$ cat config.mk
export PLATFORM = sky130hd
export DESIGN_NAME = ir_carrier_modulation_timer
export DESIGN_NICKNAME = d
export VERILOG_FILES = /design/src/ir_timer_pkg.sv /design/src/ir_carrier_modulation_timer.sv /design/src/ir_clock_divider.sv
export SDC_FILE = /design/constraint.sdc
export NUM_CORES = 1
export LEC_CHECK = 0
export BUFFER_PORTS_ARGS = -buffer_cell sky130_fd_sc_hd__clkbuf_2
export CORE_MARGIN = 4
export CORE_UTILIZATION = 57
export DETAILED_ROUTE_END_ITERATION = 12
export GPL_TIMING_DRIVEN = 0
export PLACE_DENSITY = 0.75
export SYNTH_ARGS = -nofsm -noshare
export SYNTH_HDL_FRONTEND = slang
export SYNTH_SLANG_ARGS = --single-unit
$ cat constraint.sdc
create_clock -name clk -period 2.6 [get_ports clk]
set_input_delay 0.26 -clock clk [delete_from_list [all_inputs] [get_ports clk]]
set_output_delay 0.26 -clock clk [all_outputs]
set_load 0.005 [all_outputs]
$ cat src/ir_timer_pkg.sv
// Purpose: shared constants and types of the infrared carrier and modulation timer
// Assumes: 16-bit register port, word addressed, 100 MHz system clock
// Notes: offsets are word indices on the plain register port
package ir_timer_pkg;
  localparam int ADDR_W = 3;
  localparam int DATA_W = 16;
  // register offsets
  localparam logic [2:0] OFF_CONTROL = 3'h0;
  localparam logic [2:0] OFF_STATUS = 3'h1;
  localparam logic [2:0] OFF_CARRIER = 3'h2;
  localparam logic [2:0] OFF_MOD_TIME = 3'h3;
  localparam logic [2:0] OFF_COUNT = 3'h4;
  localparam logic [2:0] OFF_POWER = 3'h5;
  // control field positions
  localparam int B_ENABLE = 0;
  localparam int B_MODE = 1;
  localparam int B_POL = 2;
  localparam int B_DATA = 3;
  localparam int B_CCS = 4;
  localparam int B_RELOAD = 5;
  localparam int B_BURST = 6;
  localparam int B_IE = 7;
  localparam int B_ENV = 8;
  localparam int B_EDGE = 10;
  localparam int B_DIV = 12;
  // status and power field positions
  localparam int B_IFLAG = 0;
  localparam int B_OFLAG = 1;
  localparam int B_MAN_OUT = 0;
  localparam int B_MAN_EN = 1;
  // writable bits and reset values
  localparam logic [15:0] CONTROL_MASK = 16'h7FFF;
  localparam logic [15:0] CONTROL_RST = 16'h0000;
  localparam logic [15:0] CARRIER_RST = 16'h0000;
  localparam logic [15:0] MOD_TIME_RST = 16'h0000;
  localparam logic [1:0] POWER_RST = 2'h0;
  // counter constants
  localparam logic [15:0] COUNT_MAX = 16'hFFFF;
  localparam logic [15:0] COUNT_ZERO = 16'h0000;
  localparam logic [15:0] BURST_START = 16'h0001;
  localparam logic [1:0] GAP_PERIODS = 2'h2;
  localparam int DIV_CNT_W = 7;
  // envelope and edge encodings
  localparam logic [1:0] ENV_MODULATED = 2'b01;
  localparam logic [1:0] ENV_CONTINUOUS = 2'b10;
  localparam logic [1:0] EDGE_FALL = 2'b00;
  localparam logic [1:0] EDGE_RISE = 2'b01;
  typedef enum logic [1:0] {
    ST_OFF = 2'b00,
    ST_RX_WAIT = 2'b01,
    ST_RX_RUN = 2'b11,
    ST_TX = 2'b10
  } state_t;
endpackage

$ cat src/ir_carrier_modulation_timer.sv
// Purpose: infrared carrier generator, interval modulator and receive capture timer
// Assumes: receive pin is asynchronous; registers on a plain strobed port
// Notes: read data appear one cycle after the read strobe
//
// Decided for this implementation: the register offsets and strobed register access.
`timescale 1ns/1ps
// Contract
// RL1: infrared clock is system clock divided by two to the divider field.
// RL2: carrier high for high byte plus one, low for low byte plus one.
// RL3: carrier, polarity and data bit are latched at each interval start.
// RL4: enabled transmit pin idles at polarity level; polarity one inverts carrier.
// RL5: transmit counter clocked by carrier, or infrared clock when select is one.
// RL6: data bit one sends carrier for the interval, zero sends idle level.
// RL7: transmission starts when enable and transmit mode become both set.
// RL8: at zero, next counting clock reloads, resamples, updates pin, sets flag.
// RL9: leaving transmit mode or clearing enable stops transmission.
// RL10: each interval lasts modulation time plus one counting clocks.
// RL11: envelope modes drive data bit, inverted by polarity, onto envelope pin.
// RL12: envelope 01b sends modulated carrier, 10b continuous carrier.
// RL13: receive starts enabled in mode zero; counting begins at first event.
// RL14: edge select field chooses which receive edges qualify.
// RL15: receive counter counts carrier periods, or infrared clocks when selected.
// RL16: later events store pin level, capture counter, clear it if reload set.
// RL17: receive counter wrap before an event sets the overflow flag.
// RL18: receive continues until transmit mode is chosen or enable cleared.
// RL19: burst mode does not capture; modulation time counts qualified edges.
// RL20: burst mode sets interval flag after two carrier periods without edge.
// RL21: burst enable rising loads the modulation time register with one.
// RL22: burst mode keeps counter clock choice and reload-on-edge choice.
// RL23: timer operates only while enable is one.
// RL24: while disabled, transmit pin follows manual output and enable bits.
// RL25: interrupt only when interrupt enable is one.
// RL26: flags stay set until software clears them.
module ir_carrier_modulation_timer
  import ir_timer_pkg::*;
(
  input wire logic clk,
  input wire logic rstn,
  input wire logic [ir_timer_pkg::ADDR_W-1:0] addr,
  input wire logic [ir_timer_pkg::DATA_W-1:0] wdata,
  input wire logic wr,
  input wire logic rd,
  output logic [ir_timer_pkg::DATA_W-1:0] rdata,
  input wire logic receive_pin,
  output logic transmit_pin,
  output logic transmit_pin_oe,
  output logic envelope_output_pin,
  output logic irq
);
  import ir_timer_pkg::*;

  logic [15:0] control;
  logic [15:0] carrier_register;
  logic [15:0] modulation_time_register;
  logic [15:0] interval_counter;
  logic [1:0] power_control_register;
  logic interval_flag;
  logic overflow_flag;
  state_t state;
  state_t next_state;
  logic infrared_input_clock;
  logic rx_s1, rx_s2, rx_s3;
  logic [15:0] carr_l;
  logic pol_l;
  logic data_l;
  logic carr_high;
  logic [7:0] carr_cnt;
  logic [1:0] gap_cnt;

  logic ir_enable, mode_select, tx_polarity, tx_data_bit;
  logic carrier_count_select, rx_reload, burst_count_enable, ir_interrupt_enable;
  logic [1:0] envelope_select;
  logic [1:0] rx_edge_select;
  logic [2:0] clock_divider_field;
  logic manual_pin_output, manual_pin_enable;

  assign ir_enable = control[B_ENABLE];
  assign mode_select = control[B_MODE];
  assign tx_polarity = control[B_POL];
  assign tx_data_bit = control[B_DATA];
  assign carrier_count_select = control[B_CCS];
  assign rx_reload = control[B_RELOAD];
  assign burst_count_enable = control[B_BURST];
  assign ir_interrupt_enable = control[B_IE];
  assign envelope_select = control[B_ENV +: 2];
  assign rx_edge_select = control[B_EDGE +: 2];
  assign clock_divider_field = control[B_DIV +: 3];
  assign manual_pin_output = power_control_register[B_MAN_OUT];
  assign manual_pin_enable = power_control_register[B_MAN_EN];

  ir_clock_divider u_div (
    .clk(clk),
    .rstn(rstn),
    .div(clock_divider_field),
    .tick(infrared_input_clock)
  );

  // receive pin synchroniser and edge qualification
  logic rise, fall, qual;
  always_ff @(posedge clk or negedge rstn)
  begin
    if (!rstn)
    begin
      // receiver idles high, so no false edge follows reset
      rx_s1 <= 1'b1;
      rx_s2 <= 1'b1;
      rx_s3 <= 1'b1;
    end
    else
    begin
      rx_s1 <= receive_pin;
      rx_s2 <= rx_s1;
      rx_s3 <= rx_s2;
    end
  end

  assign rise = rx_s2 && !rx_s3;
  assign fall = !rx_s2 && rx_s3;
  assign qual = (rx_edge_select == EDGE_FALL) ? fall : // RL14
                (rx_edge_select == EDGE_RISE) ? rise : (rise || fall);

  // operating state
  logic tx_start, rx_start, in_rx, rx_run;
  always_comb
  begin
    next_state = ST_OFF; // RL23
    if (ir_enable)
    begin
      if (mode_select)
        next_state = ST_TX; // RL18
      else
        case (state)
          ST_RX_RUN: next_state = ST_RX_RUN;
          ST_RX_WAIT: next_state = qual ? ST_RX_RUN : ST_RX_WAIT; // RL13
          default: next_state = ST_RX_WAIT; // RL9
        endcase
    end
  end

  always_ff @(posedge clk or negedge rstn)
  begin
    if (!rstn)
      state <= ST_OFF;
    else
      state <= next_state;
  end

  assign tx_start = ir_enable && mode_select && (state != ST_TX); // RL7
  assign in_rx = (state == ST_RX_WAIT) || (state == ST_RX_RUN);
  assign rx_start = ir_enable && !mode_select && !in_rx;
  assign rx_run = (state == ST_RX_RUN);

  // carrier generator
  logic [15:0] carr_src;
  logic carrier_tick, cnt_tick, tx_reload;
  assign carr_src = (state == ST_TX) ? carr_l : carrier_register;
  assign carrier_tick = infrared_input_clock && (carr_cnt == 8'h00) && !carr_high;
  assign cnt_tick = carrier_count_select ? infrared_input_clock : carrier_tick; // RL5 RL15 RL22
  assign tx_reload = (state == ST_TX) && cnt_tick && (interval_counter == COUNT_ZERO);

  always_ff @(posedge clk or negedge rstn)
  begin
    if (!rstn)
    begin
      carr_high <= 1'b1;
      carr_cnt <= 8'h00;
    end
    else if (!ir_enable || tx_start || tx_reload || rx_start)
    begin
      carr_high <= 1'b1;
      carr_cnt <= carrier_register[15:8]; // RL3
    end
    else if (infrared_input_clock)
    begin
      if (carr_cnt == 8'h00)
      begin
        carr_high <= !carr_high; // RL2
        carr_cnt <= carr_high ? carr_src[7:0] : carr_src[15:8];
      end
      else
        carr_cnt <= carr_cnt - 8'h01;
    end
  end

  // interval settings latched at the start of each transmit interval
  always_ff @(posedge clk or negedge rstn)
  begin
    if (!rstn)
    begin
      carr_l <= CARRIER_RST;
      pol_l <= 1'b0;
      data_l <= 1'b0;
    end
    else if (tx_start || tx_reload)
    begin
      carr_l <= carrier_register; // RL3 RL8
      pol_l <= tx_polarity;
      data_l <= tx_data_bit;
    end
  end

  // interval counter
  always_ff @(posedge clk or negedge rstn)
  begin
    if (!rstn)
      interval_counter <= COUNT_ZERO;
    else if (tx_start)
      interval_counter <= modulation_time_register;
    else if ((state == ST_TX) && cnt_tick)
      interval_counter <= tx_reload ? modulation_time_register : // RL8 RL10
                          interval_counter - 16'h0001;
    else if (rx_start || ((state == ST_RX_WAIT) && qual))
      interval_counter <= COUNT_ZERO; // RL13
    else if (rx_run)
    begin
      if (qual && rx_reload)
        interval_counter <= COUNT_ZERO; // RL16 RL22
      else if (cnt_tick)
        interval_counter <= interval_counter + 16'h0001;
    end
  end

  // burst gap detection
  logic gap_set;
  always_ff @(posedge clk or negedge rstn)
  begin
    if (!rstn)
      gap_cnt <= 2'h0;
    else if (rx_start || qual)
      gap_cnt <= 2'h0;
    else if (rx_run && carrier_tick && (gap_cnt != GAP_PERIODS))
      gap_cnt <= gap_cnt + 2'h1;
  end
  assign gap_set = burst_count_enable && rx_run && carrier_tick && !qual &&
                   (gap_cnt == GAP_PERIODS - 2'h1); // RL20

  // register writes
  logic wr_ctrl, capture, burst_rise, iflag_set, oflag_set;
  assign wr_ctrl = wr && (addr == OFF_CONTROL);
  assign capture = rx_run && qual && !burst_count_enable; // RL19
  assign burst_rise = wr_ctrl && wdata[B_BURST] && !burst_count_enable;

  always_ff @(posedge clk or negedge rstn)
  begin
    if (!rstn)
      control <= CONTROL_RST;
    else
    begin
      if (wr_ctrl)
        control <= wdata & CONTROL_MASK;
      if (capture)
        control[B_DATA] <= rx_s2; // RL16
    end
  end

  always_ff @(posedge clk or negedge rstn)
  begin
    if (!rstn)
      modulation_time_register <= MOD_TIME_RST;
    else if (capture)
      modulation_time_register <= interval_counter; // RL16
    else if (burst_count_enable && in_rx && qual)
      modulation_time_register <= modulation_time_register + 16'h0001; // RL19
    else if (burst_rise)
      modulation_time_register <= BURST_START; // RL21
    else if (wr && (addr == OFF_MOD_TIME))
      modulation_time_register <= wdata;
  end

  always_ff @(posedge clk or negedge rstn)
  begin
    if (!rstn)
    begin
      carrier_register <= CARRIER_RST;
      power_control_register <= POWER_RST;
    end
    else
    begin
      if (wr && (addr == OFF_CARRIER))
        carrier_register <= wdata;
      if (wr && (addr == OFF_POWER))
        power_control_register <= wdata[1:0];
    end
  end

  // sticky flags, a set in the clearing cycle wins
  logic wr_stat;
  assign wr_stat = wr && (addr == OFF_STATUS);
  assign iflag_set = tx_reload || capture || gap_set;
  assign oflag_set = rx_run && !tx_start && cnt_tick && (interval_counter == COUNT_MAX) &&
                     !(qual && rx_reload);
  always_ff @(posedge clk or negedge rstn)
  begin
    if (!rstn)
    begin
      interval_flag <= 1'b0;
      overflow_flag <= 1'b0;
    end
    else
    begin
      interval_flag <= iflag_set || (interval_flag && !(wr_stat && wdata[B_IFLAG])); // RL8 RL26
      overflow_flag <= oflag_set || (overflow_flag && !(wr_stat && wdata[B_OFLAG])); // RL17 RL26
    end
  end

  always_ff @(posedge clk or negedge rstn)
  begin
    if (!rstn)
      irq <= 1'b0;
    else
      irq <= (interval_flag || overflow_flag) && ir_interrupt_enable; // RL25
  end

  // pin drive
  logic wave;
  assign wave = carr_high ^ pol_l; // RL4
  always_ff @(posedge clk or negedge rstn)
  begin
    if (!rstn)
    begin
      transmit_pin <= 1'b0;
      transmit_pin_oe <= 1'b0;
      envelope_output_pin <= 1'b0;
    end
    else if (!ir_enable)
    begin
      transmit_pin <= manual_pin_output; // RL24
      transmit_pin_oe <= manual_pin_enable;
      envelope_output_pin <= 1'b0;
    end
    else
    begin
      transmit_pin_oe <= 1'b1;
      if (state != ST_TX)
        transmit_pin <= tx_polarity; // RL4 RL9
      else if (envelope_select == ENV_CONTINUOUS)
        transmit_pin <= wave; // RL12
      else
        transmit_pin <= data_l ? wave : pol_l; // RL6 RL12
      envelope_output_pin <= (state == ST_TX) &&
                             ((envelope_select == ENV_MODULATED) ||
                              (envelope_select == ENV_CONTINUOUS)) &&
                             (data_l ^ pol_l); // RL11
    end
  end

  // read port
  always_ff @(posedge clk or negedge rstn)
  begin
    if (!rstn)
      rdata <= 16'h0000;
    else if (rd)
      case (addr)
        OFF_CONTROL: rdata <= control;
        OFF_STATUS: rdata <= {14'h0000, overflow_flag, interval_flag};
        OFF_CARRIER: rdata <= carrier_register;
        OFF_MOD_TIME: rdata <= modulation_time_register;
        OFF_COUNT: rdata <= interval_counter;
        OFF_POWER: rdata <= {14'h0000, power_control_register};
        default: rdata <= 16'h0000;
      endcase
    else
      rdata <= 16'h0000;
  end

  property p_manual;
    @(posedge clk) disable iff (!rstn)
      !ir_enable |=> (transmit_pin_oe == $past(manual_pin_enable)) &&
                     (transmit_pin == $past(manual_pin_output));
  endproperty
  a_manual: assert property (p_manual) // RL24
    else $error("disabled pin not following manual bits");

  property p_reload;
    @(posedge clk) disable iff (!rstn)
      tx_reload |=> (interval_counter == $past(modulation_time_register)) && interval_flag;
  endproperty
  a_reload: assert property (p_reload) // RL8
    else $error("interval end did not reload and flag");

  property p_count_down;
    @(posedge clk) disable iff (!rstn)
      (state == ST_TX) && cnt_tick && !tx_reload && ir_enable && mode_select
        |=> interval_counter == $past(interval_counter) - 16'h0001;
  endproperty
  a_count_down: assert property (p_count_down) // RL10
    else $error("transmit counter did not step down");

  property p_capture;
    @(posedge clk) disable iff (!rstn)
      capture |=> (modulation_time_register == $past(interval_counter)) &&
                  (tx_data_bit == $past(rx_s2));
  endproperty
  a_capture: assert property (p_capture) // RL16
    else $error("receive capture lost");

  property p_overflow;
    @(posedge clk) disable iff (!rstn)
      oflag_set |=> overflow_flag && (interval_counter == COUNT_ZERO);
  endproperty
  a_overflow: assert property (p_overflow) // RL17
    else $error("receive wrap not flagged");

  property p_burst_load;
    @(posedge clk) disable iff (!rstn)
      burst_rise && !(in_rx && qual) |=> modulation_time_register == BURST_START;
  endproperty
  a_burst_load: assert property (p_burst_load) // RL21
    else $error("burst start did not load one");

  property p_irq;
    @(posedge clk) disable iff (!rstn)
      irq |-> $past(ir_interrupt_enable) && $past(interval_flag || overflow_flag);
  endproperty
  a_irq: assert property (p_irq) // RL25
    else $error("interrupt without enable or flag");

  property p_carrier_switch;
    @(posedge clk) disable iff (!rstn)
      ir_enable && infrared_input_clock && (carr_cnt == 8'h00) &&
      !tx_start && !tx_reload && !rx_start
        |=> carr_high != $past(carr_high);
  endproperty
  a_carrier_switch: assert property (p_carrier_switch) // RL2
    else $error("carrier phase did not switch");

  property p_flag_hold;
    @(posedge clk) disable iff (!rstn)
      interval_flag && !(wr_stat && wdata[B_IFLAG]) |=> interval_flag;
  endproperty
  a_flag_hold: assert property (p_flag_hold) // RL26
    else $error("interval flag dropped without clear");
endmodule

$ cat src/ir_clock_divider.sv
// Purpose: infrared input clock tick, system clock divided by a power of two
// Assumes: tick is a one-cycle pulse on the system clock
// Notes: divider value may change at any time; the next tick follows the new ratio
`timescale 1ns/1ps
module ir_clock_divider
  import ir_timer_pkg::*;
(
  input wire logic clk,
  input wire logic rstn,
  input wire logic [2:0] div,
  output logic tick
);
  logic [DIV_CNT_W-1:0] cnt;
  logic [DIV_CNT_W-1:0] mask;

  assign mask = DIV_CNT_W'((8'h01 << div) - 8'h01);

  always_ff @(posedge clk or negedge rstn)
  begin
    if (!rstn)
    begin
      cnt <= '0;
      tick <= 1'b0;
    end
    else
    begin
      cnt <= cnt + DIV_CNT_W'(1);
      tick <= ((cnt & mask) == mask); // RL1
    end
  end

  property p_div_zero;
    @(posedge clk) disable iff (!rstn)
      (div == 3'h0) |=> tick;
  endproperty
  a_div_zero: assert property (p_div_zero) // RL1
    else $error("undivided infrared clock missed a tick");
endmodule

==> results of run 1 <==
==> cells by family after synthesis <==
group	Yosys count	synth area share (%)
flops	129	42.04
compound gates	188	17.65
xor+xnor	31	3.531
mux	50	8.623
simple gates	320	21.40
buf+inv	83	4.800
fa+ha+maj	12	1.952
==> critical path: stages, from the launching register on <==
cell                        delay, ns
sky130_fd_sc_hd__dfstp_2         0.57
sky130_fd_sc_hd__inv_1           0.05
sky130_fd_sc_hd__ha_1            0.18
sky130_fd_sc_hd__mux2_4          0.33
sky130_fd_sc_hd__o2111ai_2       0.22
sky130_fd_sc_hd__o211a_1         0.20
sky130_fd_sc_hd__buf_2           0.26
sky130_fd_sc_hd__inv_1           0.17
sky130_fd_sc_hd__o2111a_1        0.15
sky130_fd_sc_hd__a221o_1         0.26
==> flip-flops by register name (all words and copies together), names as in the netlist, 2 cells and up <==
| signal | flops |
|---|---|
| rdata | 16 |
| u_div.cnt | 7 |
| carr_cnt | 8 |
| interval_counter | 16 |
| carrier_register | 16 |
| state | 2 |
| control | 15 |
| gap_cnt | 2 |
| modulation_time_register | 16 |
| carr_l | 16 |
| power_control_register | 2 |
==> worst min-delay path by stage <==
| stage | startpoint | end | cells after the start |
|---|---|---|---|
| after floorplan | rstn | carr_cnt[0]$_DFFE_PN0P_ | 0 |
| after global placement | rx_s1$_DFF_PN1_ | rx_s2$_DFF_PN1_ | 0 |
| after detailed placement | rstn | gap_cnt[0]$_DFFE_PN0P_ | 1 |
| after CTS | rd | rdata[1]$_DFF_PN0_ | 2 |
| after global routing | rd | rdata[0]$_DFF_PN0_ | 2 |
| final | rd | rdata[1]$_DFF_PN0_ | 2 |
==> report_power, final <==
group / switching (mW) / internal [mW]
sequential: 0.664 / 2.58
clock: 1.02 / 1.37
combinational: 2.04 / 1.32
total: 3.72 / 5.28
==> placed cells by master (no fill, tap or decap), drive strengths merged, types with 6 or more instances in the layout <==
cell,netlist,final
mux2,37,37
nor4b,6,6
a221oi,26,26
nor3b,6,6
a211oi,12,12
and3,8,8
o31ai,6,6
nand3,30,30
nor2b,7,7
nand4,11,11
nor2,72,72
xor2,12,12
buf,29,43
o22ai,8,8
nand2,117,117
inv,23,31
mux4,9,9
nor3,20,20
xnor2,19,19
ha,12,12
nor4,14,14
and2,7,7
o21ai,49,49
dfrtp,125,125
clkbuf,31,90
a22oi,20,20
a21oi,21,21
nand2b,7,7
==> repair_timing <==
action | CTS | global route
hold endpoints to repair | 16 | 0
endpoints found under the setup margin | 53 | 51
cloned | 0 | 0
setup buffers | 2 | 10
hold buffers | 2 | 0
gates resized for setup | 7 | 20
pin swaps | 2 | 5
==> metrics by stage <==
| stage | TNS (ns) | instance area (µm²) | setup slack, ns |
|---|---|---|---|
| 6_report | 0 | 8952 | 0.08525 |
| 5_1_grt | -0.07899 | 8952 | -0.03057 |
| 4_1_cts | 0 | 8801 | 0.009555 |
| 3_5_place_dp | -6.825 | 8157 | -0.4318 |
| 3_3_place_gp | -100.78 | 8120 | -0.7788 |
| 2_1_floorplan | 0 | 7690 | 0.3786 |
==> layout make-up <==
cell class	instances	area, µm²	area share [%]
inverter	23	86.33	0.9644
sequential	129	3233	36.11
tap	176	220.2	2.460
multi-input combinational	601	4167	46.54
timing repair buffer	57	369.1	4.123
clock inverter	14	145.1	1.621
buffer	60	292.8	3.270
clock buffer	18	439.2	4.906
==> routing by layer <==
metal	vias up	wire length (µm)	global-route usage (%)
met2	426	11300	49.93
met4	0	920	15.06
met1	3550	10080	47.59
li1	3134	-	-
met3	69	2663	8.856
met5	-	0	0
==> results_tabular.tex, run 1 <==
\begin{tabular}{lr}
\hline
Metric & Value \\
\hline
\multicolumn{2}{l}{\textbf{Synth}} \\
Cell type with the highest aggregate area in the netlist & sky130\_fd\_sc\_hd\_\_dfrtp\_1 \\
Share of the synthesized area in the top cell type & between 40\% and 50\% \\
Top cells by area in the synthesized netlist & sky130\_fd\_sc\_hd\_\_dfrtp\_1 (41\%), sky130\_fd\_sc\_hd\_\_nand2\_1 (5.7\%), sky130\_fd\_sc\_hd\_\_mux2\_2 (5.3\%) \\
Post-synthesis instance total & approximately 800 \\
Leading register cell type out of synthesis & sky130\_fd\_sc\_hd\_\_dfrtp\_1 \\
Ranking of synthesized cells by instance count & sky130\_fd\_sc\_hd\_\_dfrtp\_1 (125), sky130\_fd\_sc\_hd\_\_nand2\_1 (117), sky130\_fd\_sc\_hd\_\_nor2\_1 (70), sky130\_fd\_sc\_hd\_\_o21ai\_0 (41), sky130\_fd\_sc\_hd\_\_mux2\_2 (36) \\
Number of storage elements in the synthesis netlist & 129 \\
Synthesized cell area & 7690 µm² \\
Warning count from the yosys run & 0 \\
Leading cell type by number of instances after synthesis & sky130\_fd\_sc\_hd\_\_dfrtp\_1 \\
Sequential-to-total area share from yosys stat & $\sim$42\% \\
Number of synthesized flops with an enable pin & 0 \\
Number of distinct library cells after synthesis & just under 80 \\
Synth Area per Inst & 9.459 µm² \\
Synthesized netlist net count & 849 \\
FFs w/ async S/R, synth & between 90\% and 100\% \\
\multicolumn{2}{l}{\textbf{Clock network}} \\
Total clock buffers created by CTS & 17 \\
Library cell used as clock root buffer & sky130\_fd\_sc\_hd\_\_clkbuf\_16 \\
Clock tree from TritonCTS & built \\
Sinks on Clock Net & $\sim$130 \\
H-tree depth & 4 \\
Clock-pin slew on the worst setup and hold paths & approximately 0.06 ns \\
CTS Buffer Depth & 2 \\
Source-to-sink clock delay at the later pin of the worst-skew pair & between 0.4 and 0.5 ns \\
\multicolumn{2}{l}{\textbf{Global routing}} \\
Pin count of the biggest net entering global routing & about 120 \\
Overall global routing resource usage & between 30 and 40\% \\
Antenna violations before repair & 0 \\
Total congestion overflow & 0 \\
First-pass GRT wire length & about 39,000 µm \\
Number of global-route vias before repair & roughly 6,800 \\
\multicolumn{2}{l}{\textbf{Timing}} \\
Shortest period the worst path allows & 2.515 ns \\
Ratio of final minimum period to clock period & about 97\% \\
Least-Margin Pin Slew & roughly 0.82 ns \\
Post-route worst hold slack & between 0.06 and 0.07 ns \\
Peak clock frequency supported by timing & between 0.3 and 0.4 GHz \\
RSZ-0062 raised after global routing & true \\
Worst slew slack as a fraction of its limit & about 45\% \\
Final hold violation count & 0 \\
Final Slew Violations & 0 \\
Final-report setup violation count & 0 \\
Post-Route Skew & 0.006361 ns \\
\multicolumn{2}{l}{\textbf{Die}} \\
Core area & $\sim$13,000 µm² \\
Top-Level Pins & 44 \\
Placement row count & 42 \\
Full die area & roughly 15,000 µm² \\
Die Span X & between 100 and 150 µm \\
Initial standard-cell utilization of the core & about three fifths \\
Die Height & about 120 µm \\
\multicolumn{2}{l}{\textbf{Power and ir drop}} \\
Leakage power summed over all cells & roughly 3.8 nW \\
Total power consumption of the routed design & approximately 9 mW \\
Power density cells & 1006 nW/µm² \\
Worst VDD drop & just under 500 µV \\
\multicolumn{2}{l}{\textbf{Final layout}} \\
NumNets Final & between 900 and 1,000 \\
Layout area overhead & 16.42\% \\
Fraction of layout instances using a drive strength above 1 & a little under a quarter \\
Count of non-filler cells in the finished layout & 1,078 \\
\# diodes & 0 \\
Share of the core filled with cells in the final layout & between 60\% and 70\% \\
Fillers & between 1,000 and 1,500 \\
\multicolumn{2}{l}{\textbf{Routing}} \\
Iteration-0 DRC Markers & about 1,000 \\
Final WL & 24,970 µm \\
WL/cell & 23.17 µm \\
DR pass1 iterations & 5 \\
DRC violations left & 0 \\
Antenna viol nets, final & 0 \\
Post-DR vias/cell & 6.660 \\
Routed vias & slightly above 7,000 \\
\multicolumn{2}{l}{\textbf{Place}} \\
I/O Buffers & 42 \\
HPWL Detailed & approximately 18,000 µm \\
Final weighted congestion in routability-driven placement & 0.9796 \\
Placed Cells incl. Taps & 1,032 \\
\multicolumn{2}{l}{\textbf{Setup path}} \\
Crit Reg-Reg Startpoint & rx\_s2\$\_DFF\_PN1\_ \\
Worst setup EP type & flip-flop \\
Type of the worst setup path & flip-flop to flip-flop \\
WP data required & between 2 and 3 ns \\
Worst flop-to-flop path endpoint & interval\_counter[0]\$\_DFFE\_PN0P\_ \\
CP Max Fanout & 10 \\
R2r setup slk & around 0.085 ns \\
Worst setup path endpoint & interval\_counter[0]\$\_DFFE\_PN0P\_ \\
Category of the worst setup path launch point & flip-flop \\
Data arrival time of the critical path & approximately 2.8 ns \\
Critical Path Source & rx\_s2\$\_DFF\_PN1\_ \\
Length in cells of the worst reg-to-reg path & 9 \\
\multicolumn{2}{l}{\textbf{Hold path}} \\
Kind of path behind the tightest hold check & input pin to flip-flop \\
\multicolumn{2}{l}{\textbf{Outcome}} \\
Status & finished clean \\
\multicolumn{2}{l}{\textbf{Run}} \\
Count of maximum capacitance violations & 0 \\
\hline
\end{tabular}
Power figures use the tool's default switching activity.
==> inputs of run 2 (changes only) <==
- ABC_AREA: default -> 1
==> run 2 against run 1 <==
- core utilization decreased by 0.49 points
- sequential power is 2% lower
- die area grew 2.0%
- hold slack better by 0.0046 ns
==> results_tabular.tex, run 2 <==
\begin{tabular}{lr}
\hline
Metric & Value \\
\hline
\multicolumn{2}{l}{\textbf{Die}} \\
Die Height & 125.4 µm (+1.0\%) \\
Full die area & 15,730 µm² (+2.0\%) \\
Initial standard-cell utilization of the core & 58.86\% (+0.79 points) \\
Top-Level Pins & 44 (unchanged) \\
Die Span X & 125.4 µm (+1.0\%) \\
Placement row count & 42 (unchanged) \\
Core area & 13,350 µm² (+0.79\%) \\
\multicolumn{2}{l}{\textbf{Place}} \\
I/O Buffers & 43 (+2.4\%) \\
Final weighted congestion in routability-driven placement & 1.017 (+3.8\%) \\
Worst setup timing slack at the placement stage & 0.1082 ns (+0.5400 ns) \\
Area after detailed placement & 8328 µm² (+2.1\%) \\
HPWL Detailed & 19,720 µm (+10\%) \\
\multicolumn{2}{l}{\textbf{Clock network}} \\
Clock-pin slew on the worst setup and hold paths & 0.06 ns (about the same) \\
H-tree depth & 4 (unchanged) \\
Total clock buffers created by CTS & 17 (unchanged) \\
CTS Buffer Depth & 2 (unchanged) \\
Source-to-sink clock delay at the later pin of the worst-skew pair & 0.43 ns (about the same) \\
Library cell used as clock root buffer & sky130\_fd\_sc\_hd\_\_clkbuf\_16 \\
Post-CTS Setup Bufs & 0 (-2) \\
Sinks on Clock Net & 129 (unchanged) \\
Clock tree from TritonCTS & built \\
\multicolumn{2}{l}{\textbf{Global routing}} \\
Total congestion overflow & 0 (unchanged) \\
First-pass GRT wire length & 40,750 µm (+4.5\%) \\
Overall global routing resource usage & 33.32\% (-0.72 points) \\
Antenna violations before repair & 0 (unchanged) \\
Number of global-route vias before repair & 7,243 (+5.9\%) \\
Pin count of the biggest net entering global routing & 86 (-25\%) \\
\multicolumn{2}{l}{\textbf{Timing}} \\
Least-Margin Pin Slew & 0.6058 ns (-0.2174 ns) \\
Peak clock frequency supported by timing & 0.4006 GHz (+0.73\%) \\
Post-Route Skew & 0.01011 ns (+0.003750 ns) \\
Shortest period the worst path allows & 2.496 ns (-0.01834 ns) \\
Final Slew Violations & 0 (unchanged) \\
Post-route worst hold slack & 0.07301 ns (+0.004591 ns) \\
RSZ-0062 raised after global routing & false \\
Final hold violation count & 0 (unchanged) \\
Final-report setup violation count & 0 (unchanged) \\
Worst slew slack as a fraction of its limit & 59.62\% (+15 points) \\
Setup slack after layout & 0.1036 ns (+0.01834 ns) \\
Total Neg Setup Slack & 0 ns (unchanged) \\
Ratio of final minimum period to clock period & 96.02\% (-0.71 points) \\
\multicolumn{2}{l}{\textbf{Setup path}} \\
Worst setup EP type & flip-flop \\
Crit-path cells & ha\_1 > inv\_1 > o21ai\_2 > nand3\_2 > nand2\_1 > o21ai\_1 > nand2\_2 > buf\_4 > nand3\_1 > nor2\_1 > nor2\_1 \\
Cell type with the highest occurrence count on the critical path & sky130\_fd\_sc\_hd\_\_nor2\_1 \\
Slowest stage cell on the critical path & sky130\_fd\_sc\_hd\_\_dfstp\_2 \\
Category of cells accounting for the largest share of critical-path delay & simple AND/OR/NAND/NOR gates \\
Number of buffer and inverter stages on the critical path & 2 (-1) \\
R2r setup slk & 0.10 ns (+0.02 ns) \\
CP Max Fanout & 10 (unchanged) \\
Crit Reg-Reg Startpoint & rx\_s3\$\_DFF\_PN1\_ \\
Data arrival time of the critical path & 2.82 ns (about the same) \\
Category of the worst setup path launch point & flip-flop \\
Highest cell delay on the worst timing path & 0.53 ns (-0.04 ns) \\
Worst flop-to-flop path endpoint & interval\_counter[13]\$\_DFFE\_PN0P\_ \\
WP data required & 2.92 ns (about the same) \\
Length in cells of the worst reg-to-reg path & 11 (+2) \\
Type of the worst setup path & flip-flop to flip-flop \\
\multicolumn{2}{l}{\textbf{Synth}} \\
Leading cell type by number of instances after synthesis & sky130\_fd\_sc\_hd\_\_nand2\_1 \\
Ranking of synthesized cells by instance count & sky130\_fd\_sc\_hd\_\_nand2\_1 (251), sky130\_fd\_sc\_hd\_\_dfrtp\_1 (125), sky130\_fd\_sc\_hd\_\_inv\_1 (113), sky130\_fd\_sc\_hd\_\_nand3\_1 (98), sky130\_fd\_sc\_hd\_\_o21ai\_0 (93) \\
Warning count from the yosys run & 0 (unchanged) \\
Top cells by area in the synthesized netlist & sky130\_fd\_sc\_hd\_\_dfrtp\_1 (40\%), sky130\_fd\_sc\_hd\_\_nand2\_1 (12\%), sky130\_fd\_sc\_hd\_\_nand3\_1 (6.2\%) \\
Synth Area per Inst & 7.419 µm² (-22\%) \\
Post-synthesis instance total & 1,059 (+30\%) \\
Number of storage elements in the synthesis netlist & 129 (unchanged) \\
Number of synthesized flops with an enable pin & 0 (unchanged) \\
Synthesized netlist net count & 1,095 (+29\%) \\
Share of the synthesized area in the top cell type & 39.82\% (-0.86 points) \\
Leading register cell type out of synthesis & sky130\_fd\_sc\_hd\_\_dfrtp\_1 \\
Sequential-to-total area share from yosys stat & 41.15\% (-0.89 points) \\
Synthesized cell area & 7856 µm² (+2.2\%) \\
Cell type with the highest aggregate area in the netlist & sky130\_fd\_sc\_hd\_\_dfrtp\_1 \\
FFs w/ async S/R, synth & 100.0\% (unchanged) \\
Number of distinct library cells after synthesis & 46 (-42\%) \\
\multicolumn{2}{l}{\textbf{Routing}} \\
Antenna viol nets, final & 0 (unchanged) \\
Final WL & 26,110 µm (+4.6\%) \\
Iteration-0 DRC Markers & 1,127 (+10\%) \\
WL/cell & 19.89 µm (-14\%) \\
Post-DR vias/cell & 6.060 (-9.0\%) \\
DR pass1 iterations & 7 (+2) \\
DRC violations left & 0 (unchanged) \\
Routed vias & 7,957 (+11\%) \\
\multicolumn{2}{l}{\textbf{Hold path}} \\
Kind of path behind the tightest hold check & input pin to flip-flop \\
Worst Hold End & control[0]\$\_DFFE\_PN0N\_ \\
Count of cells along the worst hold path & 3 (+1) \\
Hold wc startpoint & wdata[0] \\
\multicolumn{2}{l}{\textbf{Final layout}} \\
NumNets Final & 1,160 (+25\%) \\
Fraction of layout instances using a drive strength above 1 & 13.02\% (-9.7 points) \\
Post-route design area & 8957 µm² (about the same) \\
Commonest cells after routing, fill and taps aside & sky130\_fd\_sc\_hd\_\_nand2\_1 (250), sky130\_fd\_sc\_hd\_\_dfrtp\_1 (125), sky130\_fd\_sc\_hd\_\_inv\_1 (113) \\
Layout area overhead & 14.01\% \\
Multi-input gate area in the final layout & 3933 µm² (-5.6\%) \\
Fillers & 1,202 (+9.9\%) \\
Most common library cell in the layout ignoring fill and taps & sky130\_fd\_sc\_hd\_\_nand2\_1 \\
\# diodes & 0 (unchanged) \\
Storage element area & 3233 µm² (unchanged) \\
\multicolumn{2}{l}{\textbf{Power and ir drop}} \\
Leakage power summed over all cells & 4.358 nW (+14\%) \\
Power density cells & 1018 nW/µm² (+1.2\%) \\
Worst VDD drop & 573.4 µV (+19\%) \\
\multicolumn{2}{l}{\textbf{Outcome}} \\
Status & finished clean \\
\multicolumn{2}{l}{\textbf{Run}} \\
Count of maximum capacitance violations & 0 (unchanged) \\
\hline
\end{tabular}
[run 2: metal layers]
| layer | track usage [%] | vias to the layer above | part of all wire [%] |
|---|---|---|---|
| li1 | - | 3648 | - |
| met3 | 10.53 | 74 | 13 |
| met2 | 45.40 | 523 | 40 |
| met1 | 49.63 | 3712 | 43 |
| met4 | 12.24 | 0 | 3.4 |
| met5 | 0 | - | 0 |
[run 2: worst max-delay path by stage]
stage / depth (start not counted) / end / startpoint / slack (ns)
global route: 10 / modulation_time_register[15]$_DFFE_PN0P_ / rx_s3$_DFF_PN1_ / 0.0003
global placement: 1 / interval_counter[7]$_DFFE_PN0P_ / rstn / -0.75
CTS: 10 / modulation_time_register[15]$_DFFE_PN0P_ / rx_s2$_DFF_PN1_ / 0.09
detailed placement: 10 / modulation_time_register[15]$_DFFE_PN0P_ / rx_s2$_DFF_PN1_ / 0.11
floorplan: 10 / modulation_time_register[15]$_DFFE_PN0P_ / rx_s2$_DFF_PN1_ / 0.65
finish: 11 / interval_counter[13]$_DFFE_PN0P_ / rx_s3$_DFF_PN1_ / 0.10
[run 2: layout make-up]
type / instances / area share, %
sequential: 129 / 36.09
tap: 176 / 2.458
buffer: 47 / 2.640
clock buffer: 18 / 4.903
multi-input combinational: 762 / 43.90
clock inverter: 14 / 1.844
timing repair buffer: 46 / 3.031
inverter: 121 / 5.126
[run 2: kinds of logic (layout without fill, tap and decap cells)]
group | after synthesis | count (layout) | share of synthesized area, %
AOI/OAI and AO/OA | 221 | 221 | 16.48
xor gates and xnor gates | 35 | 35 | 3.902
adders and majority gates | 12 | 12 | 1.911
buffers and inverters | 168 | 246 | 8.823
DFF | 129 | 129 | 41.15
muxes | 1 | 1 | 0.1433
and+or+nand+nor | 493 | 493 | 27.58
[run 2: tightest hold or removal path, delay by kind of cell]
family / cells / cell delay, ns
buffers and inverters: 1 / 0.09
and+or+nand+nor: 1 / 0.04
AOI/OAI and AO/OA: 1 / 0.07
[run 2: stage by stage]
step | total power, mW | cells | util (%)
floorplan | 5.360 | 1059 | -
global placement | 6.442 | 1278 | 62.12
detailed placement | 6.489 | 1279 | 62.39
CTS | 8.985 | 1313 | 67.07
global route | 9.596 | 1313 | 67.11
finish | 9.117 | 1313 | 67.11
[run 2: what timing repair did]
item,in CTS,in global routing
hold endpoints to repair,45,0
gates resized for setup,0,2
endpoints found under the setup margin,0,17
hold buffers,2,0
[run 2: where the power goes]
| part | internal (mW) | switching (mW) |
|---|---|---|
| registers | 2.59 | 0.575 |
| clock network | 1.47 | 1.00 |
| logic | 1.10 | 2.38 |
